--- src/hw/filt_ready_map.svh ---
// register offsets, field positions and reset values of the filter and pin-function bytes
`ifndef FILT_READY_MAP_SVH
`define FILT_READY_MAP_SVH
`define FILTER_POLE_SELECT_ADDR 8'h11
`define SHARED_PIN_FUNCTION_CTRL_ADDR 8'h12
`define FILTER_POLE_SELECT_RESET 8'h00
`define SHARED_PIN_FUNCTION_CTRL_RESET 8'h00
`define HP_MSB 7
`define HP_LSB 4
`define LP_MSB 2
`define LP_LSB 0
`define PIN_FN_MSB 1
`define PIN_FN_LSB 0
`define PIN_FN_DATA_READY 2'h1
`endif

--- src/hw/filt_ready_pkg.sv ---
// types shared by the filter and data-ready register bank
package filt_ready_pkg;
   typedef struct packed {
      logic [3:0] highpass_pole_sel;
      logic zero_bit;
      logic [2:0] lowpass_pole_sel;
   } filter_byte_t;
   typedef struct packed {
      logic wr_en;
      logic rd_en;
      logic [7:0] addr;
      logic [7:0] wdata;
   } reg_req_t;
   typedef enum logic [1:0] {
      PIN_SENSE,
      PIN_DRIVE_READY,
      PIN_RESERVED
   } pin_mode_t;
endpackage

--- src/hw/filt_ready_regs.sv ---
// filter pole select and shared-pin data-ready register bank
`include "filt_ready_map.svh"
`timescale 1ns/1ns
`default_nettype none
module filt_ready_regs (
   input wire logic CORE_CLK_I,
   input wire logic RST_I,
   input wire filt_ready_pkg::reg_req_t REQ_I,
   input wire logic NEW_DATA_I,
   input wire logic RATE_DATA_READ_I,
   input wire logic SHARED_SELECT_PIN_I,
   output logic [7:0] RDATA_O,
   output logic [3:0] HIGHPASS_POLE_SEL_O,
   output logic [2:0] LOWPASS_POLE_SEL_O,
   output logic SHARED_SELECT_PIN_O,
   output logic SHARED_SELECT_PIN_OE_N_O,
   output logic ANALOG_ENABLE_O
);
   import filt_ready_pkg::*;

   filter_byte_t filter_q;
   filter_byte_t filter_d;
   logic [1:0] pin_fn_q;
   logic [1:0] pin_fn_d;
   logic ready_q;
   logic ready_d;
   logic [7:0] rdata_q;
   logic [7:0] rdata_d;
   logic pin_o_q;
   logic pin_o_d;
   logic oe_n_q;
   logic oe_n_d;
   logic analog_q;
   logic analog_d;
   pin_mode_t mode;

   // code 11 is reserved: release the pad rather than guess a drive level
   always_comb begin
      case (pin_fn_q)
         2'h0, 2'h2: begin
            mode = PIN_SENSE;
         end
         2'h1: begin
            mode = PIN_DRIVE_READY;
         end
         default: begin
            mode = PIN_RESERVED;
         end
      endcase
   end

   always_comb begin
      filter_d = filter_q;
      pin_fn_d = pin_fn_q;
      rdata_d = 8'h00;
      if (REQ_I.wr_en && REQ_I.addr == `FILTER_POLE_SELECT_ADDR) begin
         filter_d = REQ_I.wdata;
         filter_d.zero_bit = 1'b0;
      end
      if (REQ_I.wr_en && REQ_I.addr == `SHARED_PIN_FUNCTION_CTRL_ADDR) begin
         pin_fn_d = REQ_I.wdata[`PIN_FN_MSB:`PIN_FN_LSB];
      end
      if (REQ_I.rd_en) begin
         case (REQ_I.addr)
            `FILTER_POLE_SELECT_ADDR: rdata_d = filter_q;
            `SHARED_PIN_FUNCTION_CTRL_ADDR: rdata_d = {6'h00, pin_fn_q};
            default: rdata_d = 8'h00;
         endcase
      end
   end

   // new data wins over a read in the same cycle so no sample is lost
   always_comb begin
      ready_d = ready_q;
      if (RATE_DATA_READ_I) begin
         ready_d = 1'b0;
      end
      if (NEW_DATA_I) begin
         ready_d = 1'b1;
      end
      pin_o_d = 1'b0;
      oe_n_d = 1'b1;
      analog_d = analog_q;
      case (mode)
         PIN_DRIVE_READY: begin
            pin_o_d = ready_d;
            oe_n_d = 1'b0;
         end
         PIN_SENSE: analog_d = SHARED_SELECT_PIN_I;
         default: oe_n_d = 1'b1;
      endcase
   end

   always_ff @(posedge CORE_CLK_I) begin
      if (RST_I) begin
         filter_q <= `FILTER_POLE_SELECT_RESET;
         pin_fn_q <= 2'h0;
         ready_q <= 1'b0;
         rdata_q <= 8'h00;
         pin_o_q <= 1'b0;
         oe_n_q <= 1'b1;
         analog_q <= 1'b0;
      end else begin
         filter_q <= filter_d;
         pin_fn_q <= pin_fn_d;
         ready_q <= ready_d;
         rdata_q <= rdata_d;
         pin_o_q <= pin_o_d;
         oe_n_q <= oe_n_d;
         analog_q <= analog_d;
      end
   end

   assign RDATA_O = rdata_q;
   // the filter datapath lives elsewhere; it takes the pole codes as they stand
   assign HIGHPASS_POLE_SEL_O = filter_q.highpass_pole_sel;
   assign LOWPASS_POLE_SEL_O = filter_q.lowpass_pole_sel;
   assign SHARED_SELECT_PIN_O = pin_o_q;
   assign SHARED_SELECT_PIN_OE_N_O = oe_n_q;
   assign ANALOG_ENABLE_O = analog_q;
endmodule
`default_nettype wire

--- config.mk ---
export PLATFORM = sky130hd
export DESIGN_NAME = filt_ready_regs
export DESIGN_NICKNAME = d
export VERILOG_FILES = /design/src/hw/filt_ready_pkg.sv /design/src/hw/filt_ready_regs.sv
export VERILOG_INCLUDE_DIRS = /design/src /design/src/hw
export SDC_FILE = /design/constraint.sdc
export NUM_CORES = 1
export LEC_CHECK = 0
export BUFFER_PORTS_ARGS = -buffer_cell sky130_fd_sc_hd__buf_2
export CAP_MARGIN = 20
export CORE_MARGIN = 2
export CORE_UTILIZATION = 45
export CTS_BUF_LIST = sky130_fd_sc_hd__clkbuf_4
export DETAILED_ROUTE_END_ITERATION = 10
export PLACE_DENSITY = 0.79
export RECOVER_POWER = 100
export SYNTH_ARGS = -nofsm -noshare
export SYNTH_HDL_FRONTEND = slang
export SYNTH_SLANG_ARGS = --single-unit
--- constraint.sdc ---
create_clock -name CORE_CLK_I -period 1.74 [get_ports CORE_CLK_I]
set_clock_uncertainty 0.15 [all_clocks]
set_input_delay 0.348 -clock CORE_CLK_I [delete_from_list [all_inputs] [get_ports CORE_CLK_I]]
set_output_delay 0.348 -clock CORE_CLK_I [all_outputs]
set_load 0.005 [all_outputs]
==> results_dict.tcl, run 1 <==
set metrics [dict create \
    outcome "finished, final reports clean" \
    rows 15 \
    seq_area_frac_synth_pct 50.2 \
    avgRoutedWirePerCell_um 11.8 \
    cts_made_buffers 3 \
    final_core_util_pct 59.3 \
    cp-start-kind "input pin" \
    drcViolationCount 0 \
    netlist_top_cells_count "dfxtp_1, nand2b_1, mux2i_1" \
    cts.sinks 20 \
    cts_tree "yes" \
    num_io_pins 41 \
    yosys.area.top_type "dfxtp_1" \
    finalHoldViolations 0 \
    synth_edf_count 0 \
    synth_warnings 0 \
    setup_violations 0 \
    ys_ff_latch 20 \
    critPathCaptureType "register" \
    synthXorXnorAreaFrac_pct 0 \
    start_util_pct 47.2 \
    synth_compound_area_share_pct 2.51 \
    vias_per_cell 4.92 \
    grt_max_degree 20 \
    drt_wl_total_um 1530 \
    gp_congestion 0.708 \
    syn2layout_area_growth_pct 25.6 \
    finalCritPeriodShare_pct 82.1 \
    h-tree-depth 1 \
    grt-ovfl-total 0 \
    p_leak_nw 0.423 \
    drtPass1Iterations 3 \
    drive_gt1_share_pct 29.2 \
    synth_top_area_share_pct 50.2 \
    tns_ns 0 \
    synth-simple-area-share_pct 30.3 \
    clk_latency_ns 0.29 \
    via_count 640 \
    io_buffers 38 \
    antenna_cells 0 \
    ff_latch_area_um2 400 \
    num-fill-cells 173 \
    rsz0062_at_grt "no" \
    placed_cells 127 \
    cts_buffer_depth 2 \
    max_freq_mhz 700 \
    max_slew_margin_pct 60.8 \
    worstPathRequired_ns 1.83 \
    grt_pass1_wl_um 2260 \
    syn_nets 98 \
    clk_pin_slew_ns 0.10 \
    track_usage_pct 15.1 \
    die_height_um 46.1 \
    synth_top_family_by_area "simple AND/OR/NAND/NOR gates" \
    core_mm2 0.00169 \
    grt_pass1_vias 564 \
    cts_root_buf "clkbuf_4" \
    arrival_ns 1.52 \
    antenna_found_initial 0 \
    ant_nets 0 \
    synth.distinct_cells 21 \
    async_reset_ff_share_pct 0 \
    yosys.area_share.adder_pct 0 \
    fin_crit_ns 1.43 \
    hpwlAfterDp_um 1200 \
    worstSetupPathType "input pin to register" \
    postCtsSetupRepairBufs 0 \
    drv_cap 0 \
    cts_resized 0 \
    cts_hold_buf 0 \
    cp_max_fo 19 \
    synthTopCellsByArea "dfxtp_1, mux2i_1, nand2b_1, and2_1, nor4b_4" \
    worst_pin_slew_ns 0.587 \
    peakVddDrop_mv 0.466 \
    mappedNetlistArea_um2 797 \
    multi_input_area_um2 357 \
    ys.flop_type "dfxtp_1" \
    fp.dieW_um 46.1 \
    p_per_area_mw_per_mm2 722 \
    postSynthAreaPerCell_um2 10.6 \
    drtIter0Drc 8 \
    hold_slack_ns 0.125 \
    synthMuxAreaShare_pct 12.6 \
    hold_class "input pin to register" \
    syn_inst 75 \
    nets 138 \
    fin_cells 130 \
    final_max_slew_viol_count 0 \
    die_area_mm2 0.00212 \
    synth.most_common_cell "dfxtp_1" \
]
-- placed cells by master (no fill, tap or decap), drive strengths merged --
cell | synthesis | routed
buf | 3 | 28
dfxtp | 20 | 20
nand2b | 16 | 16
clkbuf | 1 | 14
mux2i | 10 | 10
nor2 | 6 | 6
and2 | 5 | 5
nor2b | 2 | 2
and4 | 2 | 2
a22oi | 2 | 2
nor4b | 2 | 2
or2 | 1 | 1
inv | 1 | 1
a21oi | 1 | 1
and3 | 1 | 1
nand2 | 1 | 1
conb | 1 | 1
-- logic make-up (layout without fill, tap and decap cells) --
| logic type | after synthesis | in the layout |
|---|---|---|
| other cells | 1 | 1 |
| buf+inv | 5 | 43 |
| simple gates | 36 | 36 |
| compound gates | 3 | 3 |
| flops | 20 | 20 |
| mux | 10 | 10 |
-- flip-flops by register name (all words and copies together) (netlist names) --
signal	count
RDATA_O	7
LOWPASS_POLE_SEL_O	3
SHARED_SELECT_PIN_OE_N_O	1
HIGHPASS_POLE_SEL_O	4
SHARED_SELECT_PIN_O	1
ANALOG_ENABLE_O	1
ready_q	1
pin_fn_q	2
-- stage by stage --
step | worst slack [ns] | total power, W | area [um^2]
final | 0.311 | 0.000723 | 1000
after global routing | 0.165 | 0.000755 | 1000
after CTS | 0.401 | 0.000726 | 1020
after detailed placement | 0.106 | 0.000527 | 1000
after global placement | 0.167 | 0.000526 | 1000
after floorplan | 0.366 | 0.000499 | 797
-- worst max-delay path, cell delays in order --
cell and delay (ns):
clkbuf_1 0.26, nor4b_1 0.46, and3_1 0.30, and2_1 0.14
-- per-layer routing --
metal	vias to the layer above	GRT usage, %	wire length [um]
li1	324	-	-
met2	25	25.0	727
met5	-	0	0
met3	4	1.18	86
met1	287	18.4	691
met4	0	10.3	29
-- final timing paths --
check                                 to  cells after the start  slack [ns]              startpoint
setup / recovery              RDATA_O[4]                      4        0.31                   RST_I
hold / removal       SHARED_SELECT_PIN_O                      3        0.12              NEW_DATA_I
setup reg to reg     SHARED_SELECT_PIN_O                      3        0.68             pin_fn_q[0]
hold reg to reg   HIGHPASS_POLE_SEL_O[0]                      2        0.34  HIGHPASS_POLE_SEL_O[0]
-- report_power, final --
group | switching [W] | total, W | internal [W]
logic | 0.0000235 | 0.0000536 | 0.0000300
clock network | 0.000127 | 0.000208 | 0.0000805
registers | 0.00000114 | 0.000462 | 0.000460
-- final cells by class --
cell class	count	share of cell area [%]
sequential	20	40.0
multi-input combinational	50	35.6
timing repair buffer	39	19.6
clock buffer	3	2.25
tap	17	2.13
inverter	1	0.375
No activity file was read; power rests on OpenSTA's default activity.
==> run 2: changes to the inputs <==
Settings changed: CORE_UTILIZATION 45 to 41, PLACE_DENSITY 0.79 to 0.76.
Clock period 1.74 ns to 1.2 ns, I/O delays scaled along.
==> run 2 against run 1 <==
  * Sequential power grew 45%
  * Worst hold slack lost 0.12 ns
  * Cell count grew 11%
  * Combinational power grew 78%
  * Setup slack lost 0.28 ns
  * First-iteration DRC count shrank 50%
  * Non-clock buffer count grew 5
  * Largest power group unchanged
  * Flip-flop and latch count is the same
  * Via count grew 2.0%
  * Clock-buffer cell count is the same
  * Largest cell class unchanged
  * Critical path depth grew 1
  * Cell area grew 8.7%
==> results_dict.tcl, run 2 (synthesized netlist as in run 1, its figures left out) <==
set metrics [dict create \
    antenna_found_initial 0 \
    mostFrequentLayoutCell "buf_2" \
    drtPass1Iterations 3 \
    cts_root_buf "clkbuf_4" \
    finalHoldViolations 0 \
    drive_gt1_share_pct 43.7 \
    h-tree-depth 1 \
    setup_violations 0 \
    nets 143 \
    cts.sinks 20 \
    avgRoutedWirePerCell_um 11.4 \
    fin_ws_ns 0.0294 \
    cts_tree "yes" \
    rows 15 \
    place_ws_ns -0.324 \
    hold_slack_ns 0.00634 \
    drv_cap 0 \
    max_freq_mhz 854 \
    gp_congestion 0.689 \
    grt_max_degree 14 \
    outcome "finished, final reports clean" \
    clk_latency_ns 0.30 \
    track_usage_pct 15.7 \
    postCtsSetupRepairBufs 0 \
    largest_reg_flops 7 \
    drcViolationCount 0 \
    drtIter0Drc 4 \
    finalCritPeriodShare_pct 97.6 \
    critPathCaptureType "register" \
    antenna_cells 0 \
    fin_crit_ns 1.17 \
    start_util_pct 44.7 \
    syn2layout_area_growth_pct 36.6 \
    grt_pass1_vias 599 \
    grt_pass1_wl_um 2480 \
    arrival_ns 1.25 \
    fp.dieW_um 48.1 \
    drt_wl_total_um 1650 \
    tns_ns 0 \
    die_area_mm2 0.00231 \
    cp-start-kind "input pin" \
    grt-ovfl-total 0 \
    core_mm2 0.00178 \
    hpwlAfterDp_um 1320 \
    via_count 653 \
    io_buffers 38 \
    hold_class "input pin to register" \
    p_leak_nw 0.475 \
    die_height_um 48.1 \
    worstSetupPathType "input pin to register" \
    ant_nets 0 \
    final_max_slew_viol_count 0 \
    rsz0062_at_grt "yes" \
    final_core_util_pct 61.1 \
    layout_common_cells "buf_2, nand2b_1, dfxtp_1" \
    vias_per_cell 4.53 \
    num_io_pins 41 \
    peakVddDrop_mv 0.609 \
    worstPathRequired_ns 1.28 \
    cts_made_buffers 3 \
    cts_buffer_depth 2 \
    cp_max_fo 7 \
    p_per_area_mw_per_mm2 998 \
    clk_pin_slew_ns 0.11 \
]
-- run 2: cell types whose count changed in the layout (fill, tap and decap cells not counted), sizes merged --
cell,previous run,this run
buf,28,37
clkbuf,14,10
clkinv,0,1
-- run 2: power breakdown --
group          internal (W)  switching [W]   total, W
Clock              0.000121       0.000200   0.000321
Combinational     0.0000585      0.0000367  0.0000953
Sequential         0.000668     0.00000159   0.000669
-- run 2: path summary, 6_finish.rpt --
path | from | endpoint | slack, ns | cells after the start
worst min register to register | LOWPASS_POLE_SEL_O[2] | RDATA_O[2] | 0.33 | 1
worst max register to register | pin_fn_q[0] | SHARED_SELECT_PIN_O | 0.13 | 3
worst min-delay path | NEW_DATA_I | SHARED_SELECT_PIN_O | 0.006 | 3
worst max-delay path | REQ_I[15] | LOWPASS_POLE_SEL_O[1] | 0.03 | 5
-- run 2: metal layers --
metal  track usage, %  share of wire [%]
met1             18.9                 40
met4             6.49                1.0
met2             27.2                 53
met3             3.33                5.2
met5                0                  0
-- run 2: area by class of cell --
| type | count | area [um^2] |
|---|---|---|
| sequential | 20 | 409 |
| clock buffer | 3 | 22.5 |
| tap | 25 | 31.3 |
| clock inverter | 1 | 3.75 |
| multi-input combinational | 50 | 359 |
| inverter | 1 | 3.75 |
| fill | 171 | 694 |
| timing repair buffer | 44 | 259 |
-- run 2: stage by stage --
stage / cell area [um^2] / std cells / total power (W)
after global routing: 1090 / 144 / 0.00114
after detailed placement: 1050 / 140 / 0.000777
final: 1090 / 144 / 0.00109
after CTS: 1090 / 144 / 0.00109
after global placement: 1050 / 140 / 0.000774
after floorplan: 797 / 75 / 0.000723
-- run 2: critical path, stage by stage --
cell	delay, ns
buf_6	0.09
nor4b_4	0.30
and4_1	0.27
buf_12	0.14
mux2i_1	0.20
-- run 2: timing repair --
action	4_1_cts	5_1_grt
endpoints found under the hold margin	0	0
pin swaps	2	2
setup endpoints to repair	2	12
resized for setup	3	7
hold buffers	0	0
==> run 3: changes to the inputs <==
Settings changed: CORE_MARGIN 2 to 3.
==> run 3 against run 2 <==
  * Sequential share of layout area decreased by 0.50 points
  * Clock power decreased by 3%
  * Clock-buffer cell count unchanged
  * Power decreased by 0.90%
  * Fmax increased by 0.29%
  * Setup slack improved by 0.0034 ns
  * Cell count increased by 0.69%
  * Die area increased by 8.5%
  * Via count decreased by 0.15%
  * Critical endpoint unchanged
==> results_dict.tcl, run 3 (synthesized netlist as in run 1, its figures left out) <==
set metrics [dict create \
    outcome "finished, final reports clean" \
    placed_cells 140 \
    drv_cap 0 \
    hold_slack_ns 0.0194 \
    arrival_ns 1.23 \
    fin_crit_ns 1.17 \
    die_height_um 50.1 \
    p_sw_w 0.000229 \
    io_buffers 38 \
    pwr-share-comb_pct 9.0 \
    ff_latch_area_um2 408 \
    max_freq_mhz 857 \
    cts_hold_buf 0 \
    num_io_pins 41 \
    grt_pass1_vias 613 \
    start_util_pct 44.7 \
    drtPass1Iterations 4 \
    final_max_slew_viol_count 0 \
    rsz0062_at_grt "yes" \
    die_area_mm2 0.00251 \
    cp_max_fo 3 \
    grt_max_degree 13 \
    cts_buffer_depth 2 \
    grt_pass1_wl_um 2550 \
    p_per_area_mw_per_mm2 979 \
    finalHoldViolations 0 \
    pwr-share-seq_pct 62.2 \
    track_usage_pct 13.0 \
    worstSetupPathType "input pin to register" \
    antenna_found_initial 0 \
    drive_gt1_share_pct 50.0 \
    drcViolationCount 0 \
    finalCritPeriodShare_pct 97.3 \
    nets 144 \
    ant_nets 0 \
    cts_made_buffers 3 \
    clk_latency_ns 0.28 \
    fin_cells 145 \
    internal_power_w 0.000847 \
    p_leak_nw 0.505 \
    cts_root_buf "clkbuf_4" \
    hpwlAfterDp_um 1300 \
    via_count 652 \
    cts.sinks 20 \
    antenna_cells 0 \
    worstPathRequired_ns 1.26 \
    clk_pin_slew_ns 0.11 \
    fp.dieW_um 50.1 \
    hold_class "input pin to register" \
    peakVddDrop_mv 0.616 \
    grt-ovfl-total 0 \
    syn2layout_area_growth_pct 38.0 \
    drt_wl_total_um 1610 \
    gp_congestion 0.740 \
    setup_violations 0 \
    avgRoutedWirePerCell_um 11.1 \
    largest_reg_flops 7 \
    swShare_pct 21.3 \
    pwr-share-clk_pct 28.8 \
    drtIter0Drc 7 \
    layout_common_cells "buf_2, nand2b_1, dfxtp_1" \
    critPathCaptureType "register" \
    mostFrequentLayoutCell "buf_2" \
    multi_input_area_um2 368 \
    rows 15 \
    vias_per_cell 4.50 \
    h-tree-depth 1 \
    cts_tree "yes" \
    cp-start-kind "input pin" \
    num-fill-cells 159 \
    core_mm2 0.00178 \
]
==> run 3: worst paths after layout <==
check | from | to | slack, ns | cells past startpoint
worst max-delay path | REQ_I[13] | LOWPASS_POLE_SEL_O[1] | 0.03 | 5
worst min-delay path | NEW_DATA_I | ready_q | 0.02 | 3
worst max register to register | pin_fn_q[0] | SHARED_SELECT_PIN_O | 0.12 | 3
worst min register to register | LOWPASS_POLE_SEL_O[2] | RDATA_O[2] | 0.33 | 1
==> run 3: area by class of cell <==
cell class | instances | area share [%]
clock inverter | 1 | 0.341
clock buffer | 3 | 2.05
timing repair buffer | 45 | 23.9
sequential | 20 | 37.1
tap | 25 | 2.84
multi-input combinational | 50 | 33.4
inverter | 1 | 0.341
==> run 3: worst max-delay path, cell delays in order <==
cell and delay, ns:
buf_6 0.10, nor4b_4 0.31, and4_4 0.28, buf_6 0.11, mux2i_1 0.18
==> run 3: through the flow <==
stage | setup slack (ns) | cell area, um^2 | power [W] | utilization (%) | TNS (ns)
global route | -0.0102 | 1100 | 0.00113 | 61.7 | -0.0244
CTS | 0.00510 | 1080 | 0.00108 | 60.6 | 0
finish | 0.0328 | 1100 | 0.00108 | 61.7 | 0
global placement | -0.250 | 1040 | 0.000772 | 58.1 | -2.44
floorplan | -0.0598 | 797 | 0.000723 | - | -0.418
detailed placement | -0.319 | 1040 | 0.000775 | 58.1 | -3.04
==> run 3: power by group through the flow <==
stage	combinational [W]	sequential, W	clock, W
after floorplan	0.0000386	0.000685	0
after global placement	0.0000875	0.000684	0
after detailed placement	0.0000904	0.000685	0
after CTS	0.0000930	0.000670	0.000316
after global routing	0.000106	0.000670	0.000352
final	0.0000967	0.000669	0.000310
==> run 3: repair_timing <==
item | CTS | global route
gates resized for setup | 3 | 8
pin swaps | 2 | 2
setup endpoints to repair | 7 | 10
buffers inserted | 1 | 0
==> run 3: metal layers <==
metal,GRT usage (%),wire [um],vias to the layer above
li1,-,-,333
met1,15.2,628,299
met2,23.0,872,18
met3,2.72,93,2
met4,4.15,12,0
met5,0,0,-
